## config.mk

```make
export PLATFORM = sky130hd
export DESIGN_NAME = bcbt_exec
export DESIGN_NICKNAME = d
export VERILOG_FILES = /design/src/bcbt_pkg.sv /design/src/bcbt_bit_unit.sv /design/src/bcbt_exec.sv
export VERILOG_INCLUDE_DIRS = /design/src
export SDC_FILE = /design/constraint.sdc
export NUM_CORES = 1
export LEC_CHECK = 0
export BUFFER_PORTS_ARGS = -buffer_cell sky130_fd_sc_hd__buf_2
export CORE_MARGIN = 4
export CORE_UTILIZATION = 31
export CTS_CLUSTER_SIZE = 25
export DETAILED_ROUTE_END_ITERATION = 8
export PLACE_DENSITY_LB_ADDON = 0.08
export SKIP_LAST_GASP = 1
export SYNTH_ARGS = -nofsm -noshare
export SYNTH_HDL_FRONTEND = slang
export SYNTH_HIERARCHICAL = 1
export SYNTH_SLANG_ARGS = --single-unit
```

## constraint.sdc

```tcl
create_clock -name mclk_i -period 3 [get_ports mclk_i]
set_input_delay 0.3 -clock mclk_i [delete_from_list [all_inputs] [get_ports mclk_i]]
set_output_delay 0.3 -clock mclk_i [all_outputs]
set_load 0.005 [all_outputs]
```

## src/bcbt_regs.svh

```systemverilog
// Constants for the branch, call and bit-test execution block.
// Assumes it is included by bare name from the package and the modules.
`ifndef BCBT_REGS_SVH
`define BCBT_REGS_SVH

// ****************************************
// Widths
// ****************************************
`define BCBT_PC_W 15
`define BCBT_LIT_W 9
`define BCBT_CALL_W 11
`define BCBT_FADDR_W 7
`define BCBT_BITSEL_W 3
`define BCBT_DATA_W 8
`define BCBT_LATCH_W 7

// ****************************************
// Field positions and values
// ****************************************
`define BCBT_LATCH_HI 6
`define BCBT_LATCH_LO 3
`define BCBT_PC_RST 15'h0000
`define BCBT_PC_STEP 15'h0001
`define BCBT_PC_SKIP 15'h0002
`define BCBT_PC_MAX 15'h7fff

`endif

```

## src/bcbt_pkg.sv

```systemverilog
// Types shared by the execution block and its testbench.
// Assumes bcbt_regs.svh is on the include path.
`default_nettype none
`include "bcbt_regs.svh"

package bcbt_pkg;

	// ****************************************
	// Operations carried out by this block
	// ****************************************
	typedef enum logic [2:0] {
		OP_BRANCH_RELATIVE_LITERAL = 3'h0,
		OP_BRANCH_RELATIVE_ACCUMULATOR = 3'h1,
		OP_SET_REGISTER_BIT = 3'h2,
		OP_TEST_SKIP_IF_CLEAR = 3'h3,
		OP_TEST_SKIP_IF_SET = 3'h4,
		OP_CALL_ABSOLUTE = 3'h5,
		OP_SPARE_6 = 3'h6,
		OP_SPARE_7 = 3'h7
	} bcbt_op_t;

	// Sequencer states
	typedef enum logic [1:0] {
		ST_IDLE = 2'h0,
		ST_EXEC = 2'h1,
		ST_FINISH = 2'h2
	} bcbt_state_t;

	// One decoded request with its operands
	typedef struct packed {
		bcbt_op_t code;
		logic [`BCBT_LIT_W-1:0] literal;
		logic [`BCBT_CALL_W-1:0] target;
		logic [`BCBT_FADDR_W-1:0] faddr;
		logic [`BCBT_BITSEL_W-1:0] bitsel;
	} bcbt_req_t;

endpackage
`default_nettype wire

```

## src/bcbt_bit_unit.sv

```systemverilog
// Bit select unit: sets or tests one bit of a data byte.
// Assumes data and select come from registered logic on the same clock.
`timescale 1ns/1ns
`default_nettype none
`include "bcbt_regs.svh"

module bcbt_bit_unit #(
	parameter int DATA_W = `BCBT_DATA_W,
	parameter int SEL_W = `BCBT_BITSEL_W
) (
	input wire logic [DATA_W-1:0] data_i,
	input wire logic [SEL_W-1:0] sel_i,
	output logic [DATA_W-1:0] set_o,
	output logic bit_o
);

	// ****************************************
	// One-hot mask, one entry per bit
	// ****************************************
	logic [DATA_W-1:0] mask; // Selected bit position

	generate
		if (DATA_W != (1 << SEL_W)) begin : g_bad
			$error("bcbt_bit_unit: DATA_W must equal 2**SEL_W");
		end
		for (genvar i = 0; i < DATA_W; i++) begin : g_mask
			assign mask[i] = (sel_i == SEL_W'(i));
		end
	endgenerate

	// Other bits pass through untouched
	assign set_o = data_i | mask;
	assign bit_o = |(data_i & mask);

endmodule
`default_nettype wire

```

## src/bcbt_exec.sv

```systemverilog
// Execution sequencer for relative branches, bit set, bit test and skip,
// and the absolute subroutine call. Holds the program counter.
// Assumes requests, accumulator, upper latch and data memory read data
// come from logic on mclk_i; the data memory answers reads combinationally.
`timescale 1ns/1ns
`default_nettype none
`include "bcbt_regs.svh"

// Operation
// - Literal branch target is pc plus one plus signed offset
// - Literal branch: two cycles, flags untouched
// - Accumulator branch adds unsigned accumulator plus one
// - Accumulator branch: two cycles, flags untouched
// - Set bit forces one bit, others kept
// - Call pushes pc plus one in its second cycle, after the counter has moved
// - Call loads target and upper latch bits
// - Call: two cycles, flags untouched
module bcbt_exec (
	input wire logic mclk_i,
	input wire logic arst_n_i,
	input wire logic op_valid_i,
	input wire bcbt_pkg::bcbt_req_t op_i,
	input wire logic [`BCBT_DATA_W-1:0] accum_i,
	input wire logic [`BCBT_LATCH_W-1:0] pc_upper_latch_i,
	input wire logic [`BCBT_DATA_W-1:0] dm_rdata_i,
	output logic op_ready_o,
	output logic op_done_o,
	output logic [`BCBT_PC_W-1:0] pc_o,
	output logic [`BCBT_FADDR_W-1:0] dm_addr_o,
	output logic dm_we_o,
	output logic [`BCBT_DATA_W-1:0] dm_wdata_o,
	output logic return_stack_top_push_o,
	output logic [`BCBT_PC_W-1:0] return_stack_top_o,
	output logic discard_next_o,
	output logic status_we_o
);

	// ****************************************
	// State and snapshots
	// ****************************************
	bcbt_pkg::bcbt_state_t state_reg; // Sequencer state
	bcbt_pkg::bcbt_state_t state_next; // Its next value
	bcbt_pkg::bcbt_req_t op_reg; // Request held for execution
	logic [`BCBT_DATA_W-1:0] accum_reg; // Accumulator at acceptance
	logic [`BCBT_LATCH_W-1:0] latch_reg; // Upper latch at acceptance
	logic [`BCBT_PC_W-1:0] pc_reg; // Address of current instruction
	logic [`BCBT_PC_W-1:0] pc_next; // Counter after execution
	logic push_reg; // Return stack push strobe
	logic [`BCBT_PC_W-1:0] push_data_reg; // Return address
	logic discard_reg; // Next fetched word is dropped
	logic dm_we_reg; // Write-back strobe
	logic [`BCBT_DATA_W-1:0] dm_wdata_reg; // Write-back byte
	logic accept; // Request taken this cycle
	logic in_exec; // First execution cycle
	logic [`BCBT_DATA_W-1:0] set_val; // Byte with selected bit forced
	logic bit_val; // Selected bit as read
	logic skip; // Bit test asks for a skip
	logic two_cycle; // Operation needs a second cycle
	logic [`BCBT_PC_W-1:0] pc_inc; // Already incremented counter

	assign accept = op_ready_o && op_valid_i;
	assign in_exec = (state_reg == bcbt_pkg::ST_EXEC);
	assign pc_inc = pc_reg + `BCBT_PC_STEP;

	// ****************************************
	// Bit unit on the addressed register
	// ****************************************
	bcbt_bit_unit #(
		.DATA_W(`BCBT_DATA_W),
		.SEL_W(`BCBT_BITSEL_W)
	) u_bit (
		.data_i(dm_rdata_i),
		.sel_i(op_reg.bitsel),
		.set_o(set_val),
		.bit_o(bit_val)
	);

	// Skip decision; the two test forms differ only in polarity
	always_comb begin
		case (op_reg.code)
			bcbt_pkg::OP_TEST_SKIP_IF_CLEAR: skip = !bit_val;
			bcbt_pkg::OP_TEST_SKIP_IF_SET: skip = bit_val;
			default: skip = 1'b0;
		endcase
	end

	// Branches and call always need the second cycle; tests only on skip
	always_comb begin
		case (op_reg.code)
			bcbt_pkg::OP_BRANCH_RELATIVE_LITERAL: two_cycle = 1'b1;
			bcbt_pkg::OP_BRANCH_RELATIVE_ACCUMULATOR: two_cycle = 1'b1;
			bcbt_pkg::OP_CALL_ABSOLUTE: two_cycle = 1'b1;
			default: two_cycle = skip;
		endcase
	end

	// ****************************************
	// Sequencer
	// ****************************************
	always_comb begin
		case (state_reg)
			bcbt_pkg::ST_IDLE: begin
				state_next = accept ? bcbt_pkg::ST_EXEC : bcbt_pkg::ST_IDLE;
			end
			bcbt_pkg::ST_EXEC: begin
				state_next = two_cycle ? bcbt_pkg::ST_FINISH :
					bcbt_pkg::ST_IDLE;
			end
			bcbt_pkg::ST_FINISH: state_next = bcbt_pkg::ST_IDLE;
			default: state_next = bcbt_pkg::ST_IDLE;
		endcase
	end

	// State register
	always_ff @(posedge mclk_i or negedge arst_n_i) begin
		if (!arst_n_i) begin
			state_reg <= bcbt_pkg::ST_IDLE;
		end else begin
			state_reg <= state_next;
		end
	end

	// Snapshot operands so outside changes during execution do not leak in
	always_ff @(posedge mclk_i or negedge arst_n_i) begin
		if (!arst_n_i) begin
			op_reg <= '0;
			accum_reg <= '0;
			latch_reg <= '0;
		end else if (accept) begin
			op_reg <= op_i;
			accum_reg <= accum_i;
			latch_reg <= pc_upper_latch_i;
		end
	end

	// ****************************************
	// Program counter
	// ****************************************
	// Sums are cut to the counter width, so targets wrap around
	always_comb begin
		case (op_reg.code)
			bcbt_pkg::OP_BRANCH_RELATIVE_LITERAL: begin
				pc_next = `BCBT_PC_W'(pc_inc +
					`BCBT_PC_W'(signed'(op_reg.literal)));
			end
			bcbt_pkg::OP_BRANCH_RELATIVE_ACCUMULATOR: begin
				pc_next = `BCBT_PC_W'(pc_inc +
					`BCBT_PC_W'(accum_reg));
			end
			bcbt_pkg::OP_CALL_ABSOLUTE: begin
				pc_next = {latch_reg[`BCBT_LATCH_HI:`BCBT_LATCH_LO],
					op_reg.target};
			end
			bcbt_pkg::OP_TEST_SKIP_IF_CLEAR,
			bcbt_pkg::OP_TEST_SKIP_IF_SET: begin
				pc_next = skip ? pc_reg + `BCBT_PC_SKIP : pc_inc;
			end
			default: pc_next = pc_inc;
		endcase
	end

	// Counter moves once per instruction, at the end of the first cycle
	always_ff @(posedge mclk_i or negedge arst_n_i) begin
		if (!arst_n_i) begin
			pc_reg <= `BCBT_PC_RST;
		end else if (in_exec) begin
			pc_reg <= pc_next;
		end
	end

	// ****************************************
	// Return stack push
	// ****************************************
	// Return address is taken from the counter before it is reloaded
	always_ff @(posedge mclk_i or negedge arst_n_i) begin
		if (!arst_n_i) begin
			push_reg <= 1'b0;
			push_data_reg <= '0;
		end else begin
			push_reg <= in_exec &&
				(op_reg.code == bcbt_pkg::OP_CALL_ABSOLUTE);
			if (in_exec) begin
				push_data_reg <= pc_inc;
			end
		end
	end

	// ****************************************
	// Data write-back and discard
	// ****************************************
	// Write lands one clock after the read; the address is still held then
	always_ff @(posedge mclk_i or negedge arst_n_i) begin
		if (!arst_n_i) begin
			dm_we_reg <= 1'b0;
			dm_wdata_reg <= '0;
		end else begin
			dm_we_reg <= in_exec &&
				(op_reg.code == bcbt_pkg::OP_SET_REGISTER_BIT);
			if (in_exec) begin
				dm_wdata_reg <= set_val;
			end
		end
	end

	// Second cycle runs a no-operation in place of the fetched word
	always_ff @(posedge mclk_i or negedge arst_n_i) begin
		if (!arst_n_i) begin
			discard_reg <= 1'b0;
		end else begin
			discard_reg <= in_exec && two_cycle;
		end
	end

	// ****************************************
	// Outputs
	// ****************************************
	assign op_ready_o = (state_reg == bcbt_pkg::ST_IDLE);
	assign op_done_o = (in_exec && !two_cycle) ||
		(state_reg == bcbt_pkg::ST_FINISH);
	assign pc_o = pc_reg;
	assign dm_addr_o = op_reg.faddr;
	assign dm_we_o = dm_we_reg;
	assign dm_wdata_o = dm_wdata_reg;
	assign return_stack_top_push_o = push_reg;
	assign return_stack_top_o = push_data_reg;
	assign discard_next_o = discard_reg;
	// None of these operations touch a status flag
	assign status_we_o = 1'b0;
endmodule
`default_nettype wire

```

# Word level (Yosys, flattened, before mapping)
# Index checks and enable logic that the tools add are counted.
# totals
wordCells,55
ff_bits,91
output_inout_bits,51
# classes
reduce_logical,14
mux,7
bitwise_logic,2
n_eq_ne,14
n_addsub,4
# ops
op,n
15-bit case mux with 4 select lines,1
3-bit equality test (second input constant),6
15-bit by 1-bit adder with 15-bit output (second input constant),1
15-bit adder,1
15-bit by 2-bit adder with 15-bit output (second input constant),1
15-bit by 8-bit adder with 15-bit output,1
15-bit two-way mux,1
3-bit by 2-bit equality test with 1-bit output (second input constant),4
8-bit AND,1
8-bit OR,1
8-bit OR reduction,1
3-bit by 1-bit equality test with 1-bit output (second input constant),2
3-bit logical NOT,2
1-bit logical AND,5
2-bit case mux with 2 select lines,1
3-bit OR reduction,1
2-bit by 1-bit equality test with 1-bit output (second input constant),1
2-bit equality test (second input constant),1
1-bit logical NOT,2
2-bit logical NOT,1
1-bit two-way mux,2
2-bit two-way mux,1
1-bit case mux with 2 select lines,1
2-bit OR reduction,1
1-bit logical OR,1

# Depth between registers and ports, before layout
# logic_depth
word_depth,9
ltp_mapped,16

# By module
# The synthesis kept the hierarchy.
# by_module_without_submodules
mod,area_each_um2,cells_per_inst,seq_area_each_um2,n_inst
bcbt_exec,5124.9,526,2202.1,1
bcbt_bit_unit,158.9,16,0.0,1

# Worst setup path after synthesis
# Ideal clock, no wire load.
# synth_timing
kind,register to register
from,reg op_reg[32] in the netlist's numbering
to,"reg pc_reg[13], in the netlist pc_o[13]"
stages_incl_launch_ff,13
period_less_slack_ns,3.244
required_ns,2.875
n_path_buf,1
arrival_ns,3.119
setup_ns,0.125
setup_slack_ns,-0.244
cell_sequence,dfrtp_1 -> clkbuf_2 -> nor3b_4 -> mux2_2 -> ha_1 -> a21o_1 -> a21oi_1 -> o21ai_0 -> a311oi_2 -> o21a_1 -> nor2_2 -> maj3_2 -> mux2_4
# synth_via
elab_chain_len,4
elab_cells_between_ends,9
classes_between,eq/ne: 4; mux: 3; reduce/logical: 2
# synth_rtl
item,line_no,text
start: declaration,bcbt_exec.sv:43,bcbt_pkg::bcbt_req_t op_reg;
start signal: assignment,bcbt_exec.sv:130,op_reg <= op_i;
3-bit equality test or 3-bit by 2-bit equality test with 1-bit output (tied branches),"bcbt_exec.sv:80, bcbt_exec.sv:141",
1-bit case mux with 2 select lines,bcbt_exec.sv:80,case (op_reg.code)
15-bit two-way mux,bcbt_exec.sv:156,pc_next = skip ? pc_reg + `BCBT_PC_SKIP : pc_inc;
15-bit case mux with 4 select lines (*),bcbt_exec.sv:141,case (op_reg.code)
end signal: assignment,bcbt_exec.sv:165,pc_reg <= `BCBT_PC_RST;
end signal: assignment,bcbt_exec.sv:167,pc_reg <= pc_next;
end: declaration,bcbt_exec.sv:46,logic [`BCBT_PC_W-1:0] pc_reg;
# Every way passes the cells marked *; elsewhere a longest branch is shown, timed or not.
# A chain may end at the register's enable or synchronous reset.

# Worst setup path in the final report
# layout_timing
from,reg op_reg[32] in the netlist's numbering
to,"reg pc_reg[14], in the netlist pc_o[14]"
# Same word-level chain as after synthesis.

==> results.cfg <==
[flow_run]
max-cap-violations = 0

[yosys]
ys_warn_count = 6
syn-num-nets = 617
ys_seq_area_share_pct = 41.7
synth_area_per_cell_um2 = 9.75
syn_area_mm2 = 0.00528
synth_area_leaders = dfrtp_1 (42%), mux2_2 (11%), nand2_1 (6.0%)
synth_cells = 542
synth_seq_cells = 88
ys_async_sr_fraction_pct = 100
synth_edf_count = 0
synth_cell_types = 72
synth.top_cell.area_share_pct = 41.7
ys.flop_type = dfrtp_1
yosys.area.top_type = dfrtp_1

[finish]
drive_gt1_share_pct = 46.7
final_cell_mix = buf_2 (104), buf_4 (93), dfrtp_1 (86)
largest_reg_flops = 26
area_growth_syn_to_layout_pct = 37.6
diodes = 0
final_common_cell = buf_2
fin_nets = 792
final_cells = 941

[sta]
grt_setup_unrepaired = true
fin_crit_sh_pct = 102
tns_ps = -204
fin_skew_ps = 9.15
worstMarginPinSlew_ps = 554
worst_slack_ps = -57.5
fin_hold_ws_ps = 167
fmax_ghz = 0.327
slew_viol_final = 0
setup_viol = 4
hold_viol = 0
finalCriticalPeriod_ps = 3060
timing.slew.headroom_pct = 63.1

[global_routing]
grt_pass1_vias = 4696
grt_max_degree = 49
track_usage_pct = 17.0
grt_pass1_wl_um = 26000
antenna_found_initial = 0
grt_overflow_total = 0

[place]
globalplace.congestion = 0.975
post-dp-hpwl_um = 12000
dp_slack_ps = -159
dp.cells = 913
portBuffers = 105

[clock_network]
cts-htree-levels = 3
cts_buffers = 9
cts_sinks = 88
cts_tree = built
insertion_delay_ps = 350
cts_root_buffer = clkbuf_16
cts_buffer_depth = 2
clkTransAtPathRegs_ps = 60

[worst_setup_path]
worstPathRequired_ps = 3230
crit_path_frequent_cell = a21oi_2
path_cells = nor3b_4 -> buf_12 -> mux2_4 -> ha_4 -> fa_2 -> a21oi_2 -> o21ai_2 -> o31a_1 -> a41oi_2 -> a21oi_2 -> a31oi_2 -> xnor2_1 -> o21ai_1
critPathKind = reg2reg
critPathLaunchType = flop
cp-end-kind = flop
critPathMaxStageDelay_ps = 400
arrival_ps = 3290
worstPathMaxFanout = 8
cp_slowest_cell = dfrtp_1

[die]
core_mm2 = 0.0166
fp.dieW_um = 139
die_y_um = 139
design.die.area_mm2 = 0.0192
initial_core_util_pct = 31.7
rows = 47
ios = 110

[run_status]
status = finished with violations
violations = setup timing

[power_and_ir_drop]
ir_worst_vdd_mv = 0.426
power.density_mw_per_mm2 = 1420
p_leak_nw = 3.31

[drt]
routed_wl_um = 16000
drt-pass1-iter-count = 4
wl_per_cell_um = 17.0
vias = 4633
drtIter0Drc = 334
drtAntennaViolNets = 0
route.detailed.drc = 0
viasPerCell = 4.92

[hold_path]
hp-class = in2reg
[logic make-up after synthesis]
kind of cell,share of synthesized area [%]
simple gates,16.0
compound gates,13.4
flops,41.7
mux,13.1
buf+inv,5.02
xor+xnor,6.39
fa+ha+maj,4.33
other cells,0.0710
[cell usage after synthesis, drive strengths merged (5+ instances only)]
cell     n
a21o     5
a21oi   20
a31oi    5
buf     17
clkbuf  23
dfrtp   88
ha      15
inv     15
mux2    53
nand2   85
nand2b  10
nand3    8
nor2    37
nor3     9
o21a     8
o21ai   30
o21bai   5
xnor2   26
xor2    10
[layout make-up]
class / instances / area [um2]
flip-flops and latches: 88 / 2200
clock buffers: 11 / 243
repair buffers: 204 / 1310
fillers: 1666 / 9370
clock inverters: 4 / 52.6
well taps: 220 / 275
inverters: 15 / 56.3
multi-input cells: 399 / 3120
[per-stage QoR]
step	utilization [%]	instance area, um2	power [mW]
floorplan	-	5380	6.01
global placement	39.9	6640	8.34
detailed placement	39.9	6640	8.44
CTS	43.0	7160	10.2
global route	43.7	7270	11.2
finish	43.7	7270	10.3
[final timing paths]
kind | startpoint | endpoint | slack [ps] | depth (start not counted)
max | op_reg[32] | pc_o[14] | -60 | 13
min | op_i[30] | op_reg[30] | 170 | 3
max reg2reg | op_reg[32] | pc_o[14] | -60 | 13
min reg2reg | return_stack_top_o[10] | return_stack_top_o[10] | 460 | 2
max in group asynchronous | arst_n_i | op_reg[0] | 1870 | 3
min in group asynchronous | arst_n_i | op_reg[22] | 480 | 2
[metal layers]
metal  part of all wire, %  vias up  global-route usage (%)
li1                      -     2244                       -
met1                    47     2247                    24.1
met2                    45      118                    25.9
met3                   5.9       24                    3.17
met4                   2.1        0                    5.98
met5                     0        -                       0
[power by group]
group / internal [mW] / switching (mW)
clock network: 0.667 / 0.470
logic: 3.52 / 3.48
registers: 1.78 / 0.401
[worst max-delay path: cells and delay by family (launching register included)]
kind / cells / cell delay [ps]
buf+inv: 1 / 160
flops: 1 / 400
mux: 1 / 310
fa+ha+maj: 2 / 530
simple gates: 1 / 230
compound gates: 7 / 1130
xor+xnor: 1 / 150
[timing repair]
| action | in CTS | in global routing |
|---|---|---|
| hold endpoints to repair | 40 | 0 |
| pin swaps | 20 | 16 |
| resized for setup | 34 | 18 |
| buffers inserted | 10 | 3 |
| endpoints found under the setup margin | 10 | 13 |
| hold buffers | 1 | 0 |
Power figures use the tool's default switching activity.
